$ cat src/hw/uart_regs_pkg.sv
// Constants shared by the register and interrupt-mask block.
// What this block does
// - Upper mask bits locked unless unlock bit set
// - Mask gates four sources, reported in source
// - FIFO receive interrupt follows trigger threshold
// - Source code tracks trigger, clears below it
// - Data ready set on push, cleared empty
// - All masks clear gives independent polled status
// - Line state bit 1 flags receive overrun
// - Bits 2-4 report head byte errors
// - Bit 5 holding empty, bit 6 all empty
// - Bit 7 flags any errored FIFO character
// - Mask bit 0 drives receive data interrupt
// - Mask bit 1 drives transmit ready interrupt
// - Enabling transmit mask while empty interrupts
// - Mask bit 2 drives line status interrupt
// - Mask bit 3 drives modem status interrupt
// - Mask bits 0-3 zero after reset
`default_nettype none
package uart_regs_pkg;
  // ----------------------------------------------------------
  // Register addresses
  // ----------------------------------------------------------
  localparam logic [2:0] ADDR_TRIG  = 3'h0; // Trigger, fill, rev
  localparam logic [2:0] ADDR_FCTL  = 3'h1; // Feature, identifier
  localparam logic [2:0] ADDR_EFN   = 3'h2; // Enhanced function
  localparam logic [2:0] ADDR_RES1  = 3'h4; // Resume char one
  localparam logic [2:0] ADDR_RES2  = 3'h5; // Resume char two
  localparam logic [2:0] ADDR_PAU1  = 3'h6; // Pause char one
  localparam logic [2:0] ADDR_PAU2  = 3'h7; // Pause char two
  localparam logic [2:0] ADDR_HOLD  = 3'h0; // Tx holding write
  localparam logic [2:0] ADDR_MASK  = 3'h1; // Interrupt mask
  localparam logic [2:0] ADDR_ISRC  = 3'h2; // Interrupt source
  localparam logic [2:0] ADDR_LSTAT = 3'h5; // Line state
  localparam logic [7:0] LCR_ENH_KEY = 8'hBF; // Enhanced key
  // ----------------------------------------------------------
  // Field positions
  // ----------------------------------------------------------
  localparam int LCR_DIV_BIT  = 7; // Divisor access enable
  localparam int EFN_UNLOCK   = 4; // Extended feature unlock
  localparam int FCTL_RX_SEL  = 7; // Trigger/count selects rx
  localparam int MSK_RX       = 0;
  localparam int MSK_TX       = 1;
  localparam int MSK_LS       = 2;
  localparam int MSK_MS       = 3;
  localparam int LS_DR        = 0;
  localparam int LS_OE        = 1;
  localparam int LS_THRE      = 5;
  localparam int LS_TEMT      = 6;
  localparam int LS_FERR      = 7;
  // ----------------------------------------------------------
  // Reset values and source codes
  // ----------------------------------------------------------
  localparam logic [7:0] REG_RST   = 8'h00; // Mask, control
  localparam logic [7:0] TRIG_RST  = 8'h01; // Trigger level
  localparam logic [5:0] SRC_LINE  = 6'h06;
  localparam logic [5:0] SRC_RXDAT = 6'h04;
  localparam logic [5:0] SRC_TXRDY = 6'h02;
  localparam logic [5:0] SRC_MODEM = 6'h00;
  localparam logic [5:0] SRC_NONE  = 6'h01;
endpackage : uart_regs_pkg
`default_nettype wire

$ cat src/hw/irq_if.sv
// Interface between register block and interrupt evaluator.
`default_nettype none
interface irq_if;
  logic [3:0] mask; // Enabled sources
  logic [3:0] cond; // Raw source conditions
  logic [5:0] code; // Highest pending source code
  logic       any;  // Any enabled source pending
  modport evaluator (input mask, input cond,
                     output code, output any);
  modport owner (output mask, output cond,
                 input code, input any);
endinterface : irq_if
`default_nettype wire

$ cat src/hw/irq_prio.sv
// Masks interrupt conditions and picks the reported source.
`default_nettype none
module irq_prio (
  // Register block side
  irq_if.evaluator bus
);
  // ----------------------------------------------------------
  // Masking and priority
  // ----------------------------------------------------------
  logic [3:0] pend; // Conditions passing the mask

  // Gate each source by its mask bit
  always_comb begin
    pend = bus.mask & bus.cond;
  end

  // Line status first, modem status last
  always_comb begin
    bus.any = |pend;
    if (pend[uart_regs_pkg::MSK_LS]) begin
      bus.code = uart_regs_pkg::SRC_LINE;
    end else if (pend[uart_regs_pkg::MSK_RX]) begin
      bus.code = uart_regs_pkg::SRC_RXDAT;
    end else if (pend[uart_regs_pkg::MSK_TX]) begin
      bus.code = uart_regs_pkg::SRC_TXRDY;
    end else if (pend[uart_regs_pkg::MSK_MS]) begin
      bus.code = uart_regs_pkg::SRC_MODEM;
    end else begin
      bus.code = uart_regs_pkg::SRC_NONE;
    end
  end
endmodule : irq_prio
`default_nettype wire

$ cat src/hw/uart_ier_ext_regs.sv
// Mask, line state and enhanced registers of one channel.
`default_nettype none
module uart_ier_ext_regs #(
  parameter logic [7:0] REV_CODE = 8'hA5, // Arbitrary value
  parameter logic [7:0] DEV_ID   = 8'h5A  // Arbitrary value
) (
  // Clock and reset
  input  wire  logic        CLK,
  input  wire  logic        NRST,
  // Host bus
  input  wire  logic [2:0]  ADDR,
  input  wire  logic        WR_STB,
  input  wire  logic        RD_STB,
  input  wire  logic [7:0]  WDATA,
  output logic       [7:0]  RDATA,
  output logic              RDATA_HIT,
  // Channel configuration
  input  wire  logic [7:0]  LCR_VALUE,
  input  wire  logic        FIFO_ENABLE,
  input  wire  logic [7:0]  DIV_LOW,
  input  wire  logic [7:0]  DIV_HIGH,
  // Receive side
  input  wire  logic        RX_PUSH,
  input  wire  logic [7:0]  RX_FILL,
  input  wire  logic        RX_OVERRUN,
  input  wire  logic        HEAD_PARITY_ERR,
  input  wire  logic        HEAD_FRAMING_ERR,
  input  wire  logic        HEAD_BREAK,
  input  wire  logic        RX_FIFO_ERR_ANY,
  // Transmit side
  input  wire  logic [7:0]  TX_FILL,
  input  wire  logic        THR_EMPTY,
  input  wire  logic        TSR_EMPTY,
  // Modem status
  input  wire  logic        MODEM_DELTA,
  // Outputs to the channel
  output logic              IRQ,
  output logic       [3:0]  EXT_MASK,
  output logic       [7:0]  FEATURE_CTRL,
  output logic       [7:0]  ENH_FUNC,
  output logic       [7:0]  RX_TRIG,
  output logic       [7:0]  TX_TRIG,
  output logic       [31:0] FLOW_CHARS
);
  // ----------------------------------------------------------
  // Helpers
  // ----------------------------------------------------------
  // Fill count compared with a trigger level
  function automatic logic reached(input logic [7:0] fill,
                                   input logic [7:0] trig);
    reached = (fill >= trig);
  endfunction : reached

  // ----------------------------------------------------------
  // Declarations
  // ----------------------------------------------------------
  irq_if irq_bus (); // Link to the evaluator

  logic [7:0] mask_reg;      // Interrupt mask storage
  logic [7:0] feature_reg;   // Feature control
  logic [7:0] enh_reg;       // Enhanced function
  logic [7:0] rx_trig_reg;   // Receive trigger level
  logic [7:0] tx_trig_reg;   // Transmit trigger level
  logic [7:0] res1_reg;      // Resume char one
  logic [7:0] res2_reg;      // Resume char two
  logic [7:0] pau1_reg;      // Pause char one
  logic [7:0] pau2_reg;      // Pause char two
  logic       ready_reg;     // Receive data ready
  logic       overrun_reg;   // Sticky overrun
  logic       tx_pend_reg;   // Transmit ready pending
  logic       thr_empty_reg; // Delayed holding empty
  logic       tx_below_reg;  // Delayed fifo below trigger
  logic       irq_reg;       // Registered interrupt
  logic [7:0] rdata_reg;     // Read data
  logic       hit_reg;       // Read decoded
  logic [7:0] rdata_next;    // Read mux
  logic       hit_next;      // Read mux decode

  logic       enh_mode;      // Enhanced set selected
  logic       div_mode;      // Divisor access, not enhanced
  logic       norm_mode;     // Ordinary register set
  logic       unlocked;      // Extended bits enabled
  logic       id_mode;       // Identity codes visible
  logic [7:0] mask_eff;      // Mask as seen by logic
  logic [7:0] line_state;    // Line state value
  logic [7:0] isrc_value;    // Interrupt source value
  logic       rx_cond;       // Receive data condition
  logic       ls_cond;       // Line status condition
  logic       tx_below;      // Tx fifo under trigger
  logic       wr_enh;        // Write to enhanced set
  logic       wr_mask;       // Write to mask
  logic       wr_hold;       // Write to tx holding
  logic       rd_line;       // Read of line state
  logic       rd_isrc;       // Read of interrupt source
  logic       tx_set;        // Transmit ready event

  // ----------------------------------------------------------
  // Address space selection
  // ----------------------------------------------------------
  // Mode follows the line control value
  always_comb begin
    enh_mode  = (LCR_VALUE == uart_regs_pkg::LCR_ENH_KEY);
    div_mode  = LCR_VALUE[uart_regs_pkg::LCR_DIV_BIT] &&
                !enh_mode;
    norm_mode = !LCR_VALUE[uart_regs_pkg::LCR_DIV_BIT];
    id_mode   = div_mode && (DIV_LOW == 8'h00) &&
                (DIV_HIGH == 8'h00);
    unlocked  = enh_reg[uart_regs_pkg::EFN_UNLOCK];
  end

  // Strobe qualification
  always_comb begin
    wr_enh  = WR_STB && enh_mode;
    wr_mask = WR_STB && norm_mode &&
              (ADDR == uart_regs_pkg::ADDR_MASK);
    wr_hold = WR_STB && norm_mode &&
              (ADDR == uart_regs_pkg::ADDR_HOLD);
    rd_line = RD_STB && norm_mode &&
              (ADDR == uart_regs_pkg::ADDR_LSTAT);
    rd_isrc = RD_STB && norm_mode &&
              (ADDR == uart_regs_pkg::ADDR_ISRC);
  end

  // ----------------------------------------------------------
  // Interrupt mask
  // ----------------------------------------------------------
  // Low bits always writable; high bits need unlock
  always_ff @(posedge CLK) begin
    if (!NRST) begin
      mask_reg <= uart_regs_pkg::REG_RST;
    end else if (wr_mask) begin
      mask_reg[3:0] <= WDATA[3:0];
      if (unlocked) begin
        mask_reg[7:4] <= WDATA[7:4];
      end
    end
  end

  // Locked high bits act as zero
  always_comb begin
    mask_eff = {mask_reg[7:4] & {4{unlocked}},
                mask_reg[3:0]};
  end

  // ----------------------------------------------------------
  // Enhanced register set
  // ----------------------------------------------------------
  // Feature control, enhanced function and flow chars
  always_ff @(posedge CLK) begin
    if (!NRST) begin
      feature_reg <= uart_regs_pkg::REG_RST;
      enh_reg     <= uart_regs_pkg::REG_RST;
      res1_reg    <= uart_regs_pkg::REG_RST;
      res2_reg    <= uart_regs_pkg::REG_RST;
      pau1_reg    <= uart_regs_pkg::REG_RST;
      pau2_reg    <= uart_regs_pkg::REG_RST;
    end else if (wr_enh) begin
      case (ADDR)
        uart_regs_pkg::ADDR_FCTL: feature_reg <= WDATA;
        uart_regs_pkg::ADDR_EFN:  enh_reg     <= WDATA;
        uart_regs_pkg::ADDR_RES1: res1_reg    <= WDATA;
        uart_regs_pkg::ADDR_RES2: res2_reg    <= WDATA;
        uart_regs_pkg::ADDR_PAU1: pau1_reg    <= WDATA;
        uart_regs_pkg::ADDR_PAU2: pau2_reg    <= WDATA;
        default: begin
          // Trigger handled below, address 3 unused
        end
      endcase
    end
  end

  // Trigger write lands on side picked by feature bit
  always_ff @(posedge CLK) begin
    if (!NRST) begin
      rx_trig_reg <= uart_regs_pkg::TRIG_RST;
      tx_trig_reg <= uart_regs_pkg::TRIG_RST;
    end else if (wr_enh && (ADDR == uart_regs_pkg::ADDR_TRIG)) begin
      if (feature_reg[uart_regs_pkg::FCTL_RX_SEL]) begin
        rx_trig_reg <= WDATA;
      end else begin
        tx_trig_reg <= WDATA;
      end
    end
  end

  // ----------------------------------------------------------
  // Line state
  // ----------------------------------------------------------
  // Ready on push, cleared at empty; push wins
  always_ff @(posedge CLK) begin
    if (!NRST) begin
      ready_reg <= 1'b0;
    end else if (RX_PUSH) begin
      ready_reg <= 1'b1;
    end else if (RX_FILL == 8'h00) begin
      ready_reg <= 1'b0;
    end
  end

  // Sticky overrun, cleared by line state read
  always_ff @(posedge CLK) begin
    if (!NRST) begin
      overrun_reg <= 1'b0;
    end else if (RX_OVERRUN) begin
      overrun_reg <= 1'b1;
    end else if (rd_line) begin
      overrun_reg <= 1'b0;
    end
  end

  // Assemble the polled status word
  always_comb begin
    line_state = {RX_FIFO_ERR_ANY,
                  THR_EMPTY && TSR_EMPTY,
                  THR_EMPTY,
                  HEAD_BREAK,
                  HEAD_FRAMING_ERR,
                  HEAD_PARITY_ERR,
                  overrun_reg,
                  ready_reg};
  end

  // ----------------------------------------------------------
  // Interrupt conditions
  // ----------------------------------------------------------
  // Receive level in FIFO mode, ready otherwise
  always_comb begin
    rx_cond  = FIFO_ENABLE ? reached(RX_FILL, rx_trig_reg)
                           : ready_reg;
    ls_cond  = |line_state[4:1];
    tx_below = !reached(TX_FILL, tx_trig_reg);
  end

  // Transmit ready events
  always_comb begin
    tx_set = FIFO_ENABLE ? (tx_below && !tx_below_reg)
                         : (THR_EMPTY && !thr_empty_reg);
    if (wr_mask && WDATA[uart_regs_pkg::MSK_TX] &&
        !mask_reg[uart_regs_pkg::MSK_TX] && THR_EMPTY) begin
      tx_set = 1'b1;
    end else if (!mask_reg[uart_regs_pkg::MSK_TX]) begin
      tx_set = 1'b0;
    end
  end

  // Edge history for transmit events
  always_ff @(posedge CLK) begin
    if (!NRST) begin
      thr_empty_reg <= 1'b1;
      tx_below_reg  <= 1'b1;
    end else begin
      thr_empty_reg <= THR_EMPTY;
      tx_below_reg  <= tx_below;
    end
  end

  // Pending transmit ready; a new event beats a clear
  always_ff @(posedge CLK) begin
    if (!NRST) begin
      tx_pend_reg <= 1'b0;
    end else if (tx_set) begin
      tx_pend_reg <= 1'b1;
    end else if (wr_hold || (rd_isrc &&
             irq_bus.code == uart_regs_pkg::SRC_TXRDY)) begin
      tx_pend_reg <= 1'b0;
    end
  end

  // Feed the evaluator
  always_comb begin
    irq_bus.mask = mask_eff[3:0];
    irq_bus.cond = {MODEM_DELTA,
                    ls_cond,
                    tx_pend_reg,
                    rx_cond};
  end

  // Masking and priority pick
  irq_prio u_prio (
    .bus (irq_bus.evaluator)
  );

  // Registered interrupt output
  always_ff @(posedge CLK) begin
    if (!NRST) begin
      irq_reg <= 1'b0;
    end else begin
      irq_reg <= irq_bus.any;
    end
  end

  // ----------------------------------------------------------
  // Read path
  // ----------------------------------------------------------
  // Source value with FIFO flags on top
  always_comb begin
    isrc_value = {FIFO_ENABLE, FIFO_ENABLE, irq_bus.code};
  end

  // Decode the read address in the current mode
  always_comb begin
    rdata_next = 8'h00;
    hit_next   = 1'b0;
    if (enh_mode) begin
      hit_next = (ADDR != 3'h3);
      case (ADDR)
        uart_regs_pkg::ADDR_TRIG: rdata_next =
          feature_reg[uart_regs_pkg::FCTL_RX_SEL] ? RX_FILL : TX_FILL;
        uart_regs_pkg::ADDR_FCTL: rdata_next = feature_reg;
        uart_regs_pkg::ADDR_EFN:  rdata_next = enh_reg;
        uart_regs_pkg::ADDR_RES1: rdata_next = res1_reg;
        uart_regs_pkg::ADDR_RES2: rdata_next = res2_reg;
        uart_regs_pkg::ADDR_PAU1: rdata_next = pau1_reg;
        uart_regs_pkg::ADDR_PAU2: rdata_next = pau2_reg;
        default:                  rdata_next = 8'h00;
      endcase
    end else if (id_mode && (ADDR <= 3'h1)) begin
      // Revision at address 0, identifier at address 1
      hit_next   = 1'b1;
      rdata_next = ADDR[0] ? DEV_ID : REV_CODE;
    end else if (norm_mode) begin
      case (ADDR)
        uart_regs_pkg::ADDR_MASK: begin
          hit_next   = 1'b1;
          rdata_next = mask_eff;
        end
        uart_regs_pkg::ADDR_ISRC: begin
          hit_next   = 1'b1;
          rdata_next = isrc_value;
        end
        uart_regs_pkg::ADDR_LSTAT: begin
          hit_next   = 1'b1;
          rdata_next = line_state;
        end
        default: hit_next = 1'b0; // Left to the rest of the channel
      endcase
    end
  end

  // Capture read data on the strobe
  always_ff @(posedge CLK) begin
    if (!NRST) begin
      rdata_reg <= 8'h00;
      hit_reg   <= 1'b0;
    end else begin
      hit_reg <= RD_STB && hit_next;
      if (RD_STB) begin
        rdata_reg <= rdata_next;
      end
    end
  end

  // ----------------------------------------------------------
  // Outputs
  // ----------------------------------------------------------
  // Drive the ports from registers
  always_comb begin
    RDATA        = rdata_reg;
    RDATA_HIT    = hit_reg;
    IRQ          = irq_reg;
    EXT_MASK     = mask_eff[7:4];
    FEATURE_CTRL = feature_reg;
    ENH_FUNC     = enh_reg;
    RX_TRIG      = rx_trig_reg;
    TX_TRIG      = tx_trig_reg;
    FLOW_CHARS   = {pau2_reg, pau1_reg, res2_reg, res1_reg};
  end
endmodule : uart_ier_ext_regs
`default_nettype wire

$ cat config.mk
export PLATFORM = sky130hd
export DESIGN_NAME = uart_ier_ext_regs
export DESIGN_NICKNAME = d
export VERILOG_FILES = /design/src/hw/uart_regs_pkg.sv /design/src/hw/irq_if.sv /design/src/hw/irq_prio.sv /design/src/hw/uart_ier_ext_regs.sv
export SDC_FILE = /design/constraint.sdc
export NUM_CORES = 1
export LEC_CHECK = 0
export BUFFER_PORTS_ARGS = -buffer_cell sky130_fd_sc_hd__buf_2
export CORE_MARGIN = 3
export CORE_UTILIZATION = 52
export CTS_CLUSTER_SIZE = 20
export DETAILED_ROUTE_END_ITERATION = 7
export MAX_ROUTING_LAYER = met4
export PLACE_DENSITY = 0.92
export SYNTH_ARGS = -nofsm -noshare
export SYNTH_HDL_FRONTEND = slang
export SYNTH_SLANG_ARGS = --single-unit
export TNS_END_PERCENT = 50
$ cat constraint.sdc
create_clock -name CLK -period 2.5 [get_ports CLK]
set_input_delay 0.375 -clock CLK [delete_from_list [all_inputs] [get_ports CLK]]
set_output_delay 0.375 -clock CLK [all_outputs]
set_load 0.01 [all_outputs]
# --- After elaboration in Yosys (flattened, before gate mapping) ---
# Index checks and enable logic that the tools add are counted.
# W data, S select, Z words.
totals:
  regBits: 87
  wordCells: 104
op_classes:
  magnitude_cmp: 3
  eq_ne: 9
  n_mux: 25
  bitwise: 3
  n_reduce_logical: 46
ops:
  columns: ["operator", "count"]
  rows:
  - ["$pmux W8 S7", 1]
  - ["$mux W8", 5]
  - ["$logic_not A8 Y1", 3]
  - ["$pmux W8 S3", 1]
  - ["$logic_and A1 B1 Y1", 20]
  - ["$mux W6", 3]
  - ["$reduce_and A2 Y1", 9]
  - ["$ge A8 B8 Y1", 2]
  - ["$mux W1", 15]
  - ["$eq A3 B3 Y1 const B", 4]
  - ["$and A4 B4 Y4", 2]
  - ["$eq A8 B8 Y1 const B", 1]
  - ["$reduce_or A4 Y1", 2]
  - ["$eq A6 B2 Y1 const B", 1]
  - ["$logic_not A1 Y1", 6]
  - ["$reduce_bool A2 Y1", 3]
  - ["$eq A3 B1 Y1 const B", 1]
  - ["$eq A3 B2 Y1 const B", 1]
  - ["$le A3 B1 Y1 const B", 1]
  - ["$logic_not A3 Y1", 1]
  - ["$ne A3 B2 Y1 const B", 1]
  - ["$reduce_or A3 Y1", 1]
  - ["$logic_or A1 B1 Y1", 1]
  - ["$not A1 Y1", 1]

# --- Longest topological paths before layout ---
# Gate-level depths: netlist of run 1.
depth:
  word_depth: 12
  ltp_mapped: 9

# --- Hierarchy ---
# Synthesis of run 1 repeated with hierarchy kept, for this count alone.
hier_totals:
  hier_cells: 523
  hier_area_um2: 4675.7
by_module_without_submodules:
  columns: ["mod", "n_inst", "cells_per_inst", "area_each_um2", "seq_area_each_um2"]
  rows:
  - ["uart_ier_ext_regs", 1, 514, 4608.2, 1741.7]
  - ["irq_prio", 1, 9, 67.6, 0.0]

# --- Worst setup path after synthesis of run 1 ---
# OpenSTA, ideal clock, no wires.
synth_timing:
  path_type: "register to register"
  from: "register rx_trig_reg[7] (netlist: RX_TRIG[7])"
  to: "register rdata_reg[0] (netlist: RDATA[0])"
  t_arrival_ns: 1.964
  t_required_ns: 2.430
  slack_ns: 0.466
  stages_incl_launch_ff: 9
  n_path_buf: 0
  cell_sequence: "dfxtp_1 -> inv_1 -> ha_1 -> and3_4 -> a221oi_2 -> o21a_1 -> o21ai_2 -> or4_1 -> a21oi_1"
synth_via:
  elab_chain_len: 9
synth_rtl:
  columns: ["item", "line_no", "source"]
  rows:
  - ["start: declaration", "uart_ier_ext_regs.sv:62", "logic [7:0] rx_trig_reg;"]
  - ["start signal: assignment", "uart_ier_ext_regs.sv:175", "rx_trig_reg <= uart_regs_pkg::TRIG_RST;"]
  - ["$ge A8 B8 Y1", "uart_ier_ext_regs.sv:51", "reached = (fill >= trig);"]
  - ["$mux W1", "uart_ier_ext_regs.sv:228", "rx_cond = FIFO_ENABLE ? reached(RX_FILL, rx_trig_reg)"]
  - ["$and A4 B4 Y4", "irq_prio.sv:14", "pend = bus.mask & bus.cond;"]
  - ["$mux W6", "irq_prio.sv:22", "end else if (pend[uart_regs_pkg::MSK_RX]) begin"]
  - ["$mux W6", "irq_prio.sv:20", "if (pend[uart_regs_pkg::MSK_LS]) begin"]
  - ["$pmux W8 S3", "uart_ier_ext_regs.sv:322", "case (ADDR)"]
  - ["$mux W8", "uart_ier_ext_regs.sv:321", "end else if (norm_mode) begin"]
  - ["$mux W8", "uart_ier_ext_regs.sv:317", "end else if (id_mode && (ADDR <= 3'h1)) begin"]
  - ["$mux W8", "uart_ier_ext_regs.sv:304", "if (enh_mode) begin"]
  - ["end signal: assignment", "uart_ier_ext_regs.sv:348", "rdata_reg <= rdata_next;"]
  - ["end: declaration", "uart_ier_ext_regs.sv:74", "logic [7:0] rdata_reg;"]
# Every way passes these cells.
# A chain may end at the register's enable or synchronous reset.

# --- Worst setup path after layout of run 1 ---
# Ends and elaborated chain as after synthesis.

==> results of run 1 <==
[power groups by stage]
stage | Combinational [W] | Sequential [W] | Clock (W)
floorplan | 0.000162 | 0.00144 | 0
global placement | 0.000275 | 0.00144 | 0
detailed placement | 0.000281 | 0.00144 | 0
CTS | 0.000283 | 0.00141 | 0.000925
global route | 0.000313 | 0.00141 | 0.000971
finish | 0.000290 | 0.00141 | 0.000921
[stage by stage]
stage          total power [W]   util
3_3_place_gp           0.00171  0.637
6_report               0.00262  0.659
4_1_cts                0.00261  0.659
5_1_grt                0.00269  0.659
3_5_place_dp           0.00172  0.637
2_1_floorplan          0.00160      -
[cell type report]
| cell class | count | area, um2 | area share |
|---|---|---|---|
| multi-input combinational | 396 | 2600 | 0.471 |
| sequential | 87 | 1740 | 0.315 |
| timing repair buffer | 151 | 791 | 0.143 |
| clock buffer | 10 | 138 | 0.0249 |
| tap | 105 | 131 | 0.0238 |
| inverter | 20 | 75.1 | 0.0136 |
| clock inverter | 6 | 45.0 | 0.00815 |
[layer usage]
metal	share of wire	vias up	global-route usage	wire length (um)
li1	-	2156	-	-
met1	0.38	2176	0.393	5580
met2	0.48	341	0.477	7040
met3	0.12	53	0.0486	1730
met4	0.028	0	0.101	419
met5	0	-	-	0
[kinds of logic after synthesis]
kind of cell | count (synthesis)
buffers and inverters | 56
AO/OA/AOI/OAI | 122
AND/OR/NAND/NOR | 198
multiplexers | 60
flip-flops | 87
adder cells (fa/ha/maj) | 16
[worst max-delay path, cell delays in order, from the launching register on]
cell      delay [ns]
dfxtp_1         0.37
inv_1           0.06
ha_1            0.30
and3_4          0.19
a221oi_2        0.27
o21a_1          0.22
o21ai_2         0.09
or4_1           0.48
a21oi_1         0.14
[cell usage after synthesis, types with 4 or more instances]
master / n
a22oi_1: 6
inv_1: 19
nand3_1: 15
a31oi_1: 5
mux2_1: 6
nand2_1: 77
a21oi_1: 48
buf_2: 9
nor3_1: 5
mux2i_1: 50
nor2b_1: 4
o21ai_1: 16
and2_1: 7
clkbuf_1: 22
nor2_1: 51
nor4_1: 5
nor3b_1: 4
nand2b_1: 8
a22o_1: 4
ha_1: 16
dfxtp_1: 87
o21ai_0: 13
[path summary, 6_finish.rpt]
| path | from | end | depth (start not counted) | slack (ns) |
|---|---|---|---|---|
| setup / recovery | RX_TRIG[7]$_SDFFE_PN0P_ | RDATA[0]$_SDFFE_PN0P_ | 8 | 0.32 |
| hold / removal | RX_PUSH | ready_reg$_SDFFE_PN0P_ | 3 | 0.22 |
| setup reg to reg | RX_TRIG[7]$_SDFFE_PN0P_ | RDATA[0]$_SDFFE_PN0P_ | 8 | 0.32 |
| hold reg to reg | pau2_reg[0]$_SDFFE_PN0P_ | pau2_reg[0]$_SDFFE_PN0P_ | 2 | 0.47 |
==> impl_summary.md, run 1 <==
Placement
Prior to clock tree synthesis, the placed netlist has a worst setup slack of 0.258 ns. The placed wire-length estimate is 11000 um. In this run the tool buffered the top-level ports with 142 buffer cells. The standard cell area after detailed placement is 5340 um2.

The post-placement cell count is 759. The final estimated routing congestion in global placement is 0.990.

Route
The via count normalized by instance count is 6.10. After detailed routing, the average wire length per cell comes to 19.1 um. In this run the remaining antenna-violating nets after routing total 0. After detailed routing, the total wire length is 14800 um.

The number of remaining DRC errors is 0. After the first detailed-routing iteration, the DRC count stood at 455. Summing over every cut layer, the via total after detailed routing is 4726. The pre-antenna-repair detailed-routing pass consisted of 6 iterations.

Cells and area
The signed area change from the synthesized netlist to the final layout is 20.3%. The design area is 5530 um2. The library cell used most frequently in the layout, excluding fill and tap cells, is buf_2. The antenna diode count is 0. The share of layout cells above drive strength 1 is 0.285. Leaving out filler cells and counting taps, the final layout contains 775. The net count of the finished layout is 746.

In the layout the commonest cells are 142 x buf_2, 87 x dfxtp_1, 77 x nand2_1. Counting the fill cells in the layout gives 689.

STA
Summed over all failing endpoints, the final setup total negative slack is 0 ns. The final critical path time including I/O delays and setup is 2.18 ns. The period utilization is 0.871.

At the pin with the least slew margin, the transition time is 0.589 ns. On the final layout, the worst hold slack is 0.224 ns. Across the routed clock network, the largest skew measured is 0.00750 ns. Setup repair after global routing left no endpoint under its margin. Setup violations remaining at the end of the flow were counted as 0.

The worst setup margin is 0.322 ns. Measured against its own limit, the worst slew margin works out to 0.606. The number of hold violations in the final report is 0. The final max-slew violation count is 0.

Static timing analysis puts the maximum clock frequency at 459 MHz.

Clock tree
The clock slew at the register clock pins of the worst setup and hold paths is 0.09 ns. The number of sinks on the clock net is 87. The number of gates resized after CTS is 0. TritonCTS created 9 clock buffers. The clock passes through at most 2 buffers.

After clock tree synthesis, the flow added hold-fix buffers numbering 0. TritonCTS built the clock tree. The number of H-tree levels is 3. CTS placed an instance of clkbuf_8 at the clock tree root. Post-CTS timing repair inserted 0 buffers for setup. The clock latency reported for the late side of the worst-skew pair is 0.37 ns.

Setup path
Along the worst path, the maximum fanout reaches 4. The path type of the worst setup path is flop to flop. At the worst endpoint, the arrival time is 2.48 ns.

The worst path required time is 2.80 ns. STA classifies the critical path startpoint as a flop. STA classifies the critical path endpoint as a flop.

Floorplanning
The row count is 33. The initial utilization of the core area, before any placement, comes to 0.548. The height of the die is 100 um.

The region available for standard cell placement spans 8380 um2. The die is 100 um wide. The count of pins on the block boundary is 143. The die covers 10000 um2.

Logic synthesis
The synthesized instance count is 539. For this run, the leading register cell type out of synthesis is dfxtp_1. The synthesized netlist occupies a cell area of 4590 um2. The register bit count reported by yosys is 87. The largest family of logic cells by synthesized area is simple AND/OR/NAND/NOR gates. Measured against the total synthesized area, the mux share comes to 0.138. The share of synthesized area in the top cell type comes to 0.379. The complex-gate fraction of the synthesized area is 0.174. Of all cell types, the one taking the most synthesized area is dfxtp_1. Of the total synthesized cell area, the portion taken by AND, OR, NAND and NOR gates is 0.211. The XOR/XNOR share of the synthesized area is 0. The count of warnings emitted by yosys is 0. The async set-reset flop share out of synthesis is 0. The mean post-synth cell area is 8.52 um2. By area the synthesized netlist is led by dfxtp_1 38%, mux2i_1 11%, nand2_1 6.3%, a21oi_1 5.2%, ha_1 4.4%. The post-synthesis sequential area ratio is 0.379. The net count after synthesis is 620.

Of the total synthesized cell area, the portion taken by full adders, half adders and majority gates is 0.0436. Counting distinct cell types in the post-synthesis netlist gives 64. The count of flip-flops with a built-in enable after synthesis is 0.

Global route
Global routing finished with a remaining overflow of 0. Entering global routing, the biggest net connects 51 pins. The number of antenna violations at the first check in global routing is 0. The first-pass GRT wire length is 23100 um.

The via count of the first global-routing pass is 4467. For this run, the total global-route usage over all layers was measured as 0.300.

Power and ir drop
The switching power of the nets is 0.000724 W. The net switching fraction of the power is 0.277. Power spread over the standard cell area amounts to 474 nW/um2. Of the total power, combinational logic draws 0.111. The internal power consumption is 0.00189 W. The share of total power dissipated in the clock network is 0.352.

For this design the static power due to leakage is 2.52 nW. The maximum VDD drop is 292 uV. Of the total power, registers draw 0.537.

Status
The run finished with clean final reports.

Min path
The worst hold path belongs to the class input pin to flop.

Job
The reported max-cap violation count is 0.
No activity file was read; power rests on OpenSTA's default activity.
==> run 2: changes to the inputs <==
--- a/config.mk
+++ b/config.mk
@@ -7,11 +7,11 @@
 export LEC_CHECK = 0
 export BUFFER_PORTS_ARGS = -buffer_cell sky130_fd_sc_hd__buf_2
 export CORE_MARGIN = 3
-export CORE_UTILIZATION = 52
+export CORE_UTILIZATION = 40
 export CTS_CLUSTER_SIZE = 20
 export DETAILED_ROUTE_END_ITERATION = 7
 export MAX_ROUTING_LAYER = met4
-export PLACE_DENSITY = 0.92
+export PLACE_DENSITY = 0.78
 export SYNTH_ARGS = -nofsm -noshare
 export SYNTH_HDL_FRONTEND = slang
 export SYNTH_SLANG_ARGS = --single-unit
==> constraint.sdc (replaced) <==
create_clock -name CLK -period 1.8 [get_ports CLK]
set_input_delay 0.27 -clock CLK [delete_from_list [all_inputs] [get_ports CLK]]
set_output_delay 0.27 -clock CLK [all_outputs]
set_load 0.01 [all_outputs]
==> impl_summary.md, run 2 (synthesis gave the netlist of run 1 again) <==
Job
Max-cap violations in this run came to 0.

Clock tree
The total clock buffers created by CTS is 9. The master cell of the clock root buffer is clkbuf_16. The number of sinks on the clock net is 87. The CTS tree is yes. The clock latency reported for the late side of the worst-skew pair is 0.34 ns. The number of hold buffers added after CTS was 0. The clock passes through at most 2 buffers. After clock tree synthesis, the clock-pin slew on the worst setup and hold paths is 0.07 ns. The number of H-tree levels is 3.

Setup path
The number of buffers and inverters on the critical path is 1. In this design, the stage delay of the slowest critical-path cell is 0.42 ns. Of all nets on the critical path, the largest fanout is 4. The worst path required time is 2.07 ns. The critical path goes through inv_2, ha_4, and3_4, a221oi_2, o21a_1, o21ai_2, or4_1, a21oi_1. Data on the critical path arrives at its endpoint at 2.17 ns. The element type at the critical path end is a flop.

The kind of launch point of the worst setup path is a flop. On the critical path, the stage with the largest delay is an instance of or4_1. The setup path with the least slack is of type flop to flop. On the critical path the largest part of the delay comes from compound AO/OA/AOI/OAI gates.

Cells and area
In the final layout, the multi-input gates occupy 2680 um2. The most frequent standard cell in the layout excluding fill and tap cells is buf_2. The finished cells cover 6190 um2. The library cells used most frequently in the layout, excluding fill and tap cells, are 142 x buf_2, 82 x dfxtp_1, 77 x nand2_1. The sequential cells in the finished layout cover a total of 1750 um2. In the final design database the tool counted 792 nets. Measured on the finished design, the core utilization comes to 0.561. The number of filler instances in the final layout is 1052. 0 antenna diodes ended up in the layout.

Of the cells placed in the final design, the portion with a size suffix greater than 1 is 0.351. The signed area change from the synthesized netlist to the final layout is 34.8%.

STA
Based on the critical path, the design can be clocked at up to 525 MHz. Setup repair after global routing could not meet its margin everywhere. The final max-slew violation count is 0. Dividing the final minimum period by the clock period gives 1.06. The total setup violations reported at the end of the flow is 2. For the finished layout, the period the worst path requires is 1.90 ns.

The worst slew slack as a fraction of its limit is 0.639. The worst setup skew after layout is 0.00653 ns. For the pin with the worst max-slew slack, the measured transition is 0.536 ns.

The worst setup margin is -0.104 ns. The number of hold violations in the final report is 0. The total negative slack for setup checks is -0.176 ns.

Floorplanning
143 I/O pins were placed. The starting density of the core is 0.416. The area of the core region is 11000 um2.

The height of the die is 113 um. The row count is 38. The die width is 113 um. The floorplan die area is 12800 um2.

Status
The final reports fail on setup timing. The run finished, with violations left.

Route
The via count normalized by instance count is 5.53. For this block, the routed nets add up to 16100 um of wire. Summing over every cut layer, the via total after detailed routing is 4735. For this run, design rule violations remaining after detail routing come to 0. After the first detailed-routing iteration, the DRC count stood at 320. The iteration count of the initial detailed-routing pass is 7. The count of nets left with antenna violations once routing finished came out at 0. The per-cell routed wire length is 18.8 um.

Global route
In the global route stage, overall resource usage came out at 0.254. The via count of the first global-routing pass is 4696. The first-pass GRT wire length is 25000 um. The global-route congestion overflow total is 0.

Entering global routing, the biggest net connects 65 pins. The number of antenna violations at the first check in global routing is 0.

Placement
Buffers placed on the I/O ports in this run total 142. The setup slack at placement is -0.335 ns. After detailed placement, the total cell area comes to 5830 um2. Detailed placement ended at an HPWL of 12300 um. At the end of routability-driven placement, the weighted congestion stood at 0.923.

Power and ir drop
The leakage power figure is 2.84 nW. The completed layout was analyzed and its total power is 0.00425 W. Across the VDD grid, the largest voltage drop is 789 uV.

The cell area power density is 687 nW/um2.

Min path
The tightest min-delay check is of the input pin to flop type.
-- run 2: metrics by stage --
step                hold WS [ns]  std cells
detailed placement         0.462        838
global placement           0.451        838
floorplan                  0.343        539
finish                     0.170        856
global route               0.204        856
CTS                        0.165        854
-- run 2: what timing repair did --
action	4_1_cts	5_1_grt
pin swaps	3	2
setup buffers	0	2
setup endpoints to repair	3	5
resized for setup	3	6
-- run 2: worst register-to-register path, cell delays in order, from the launching register on --
cell and delay [ns]:
dfxtp_2 0.33, inv_2 0.05, ha_4 0.20, and3_4 0.18, a221oi_2 0.23, o21a_1 0.22, o21ai_2 0.09, or4_1 0.42
a21oi_1 0.13
-- run 2: power by group --
group	switching (W)	internal (W)	total, W
logic	0.000284	0.000208	0.000492
clock network	0.000837	0.000968	0.00180
registers	0.0000115	0.00194	0.00195
-- run 2: routing by layer --
layer  track usage  vias to the layer above  wire [um]
met2         0.404                      203       7550
met5             -                        -          0
met3        0.0610                       23       1290
met1         0.329                     2263       6960
li1              -                     2246          -
met4        0.0577                        0        292
-- run 2: final timing paths --
path	startpoint	endpoint	slack (ns)	cells past startpoint
worst max-delay path	RX_TRIG[5]$_SDFFE_PN0P_	RDATA[0]$_SDFFE_PN0P_	-0.10	8
worst max register to register	RX_TRIG[5]$_SDFFE_PN0P_	RDATA[0]$_SDFFE_PN0P_	-0.10	8
worst min-delay path	RX_PUSH	ready_reg$_SDFFE_PN0P_	0.17	3
worst min register to register	pau2_reg[5]$_SDFFE_PN0P_	pau2_reg[5]$_SDFFE_PN0P_	0.47	2
-- run 2: cell type report --
class	count	share of cell area
Tap cell	140	0.0283
Sequential cell	87	0.282
Clock inverter	7	0.0101
Inverter	20	0.0121
Multi-Input combinational cell	396	0.433
Timing Repair Buffer	197	0.198
Clock buffer	9	0.0364
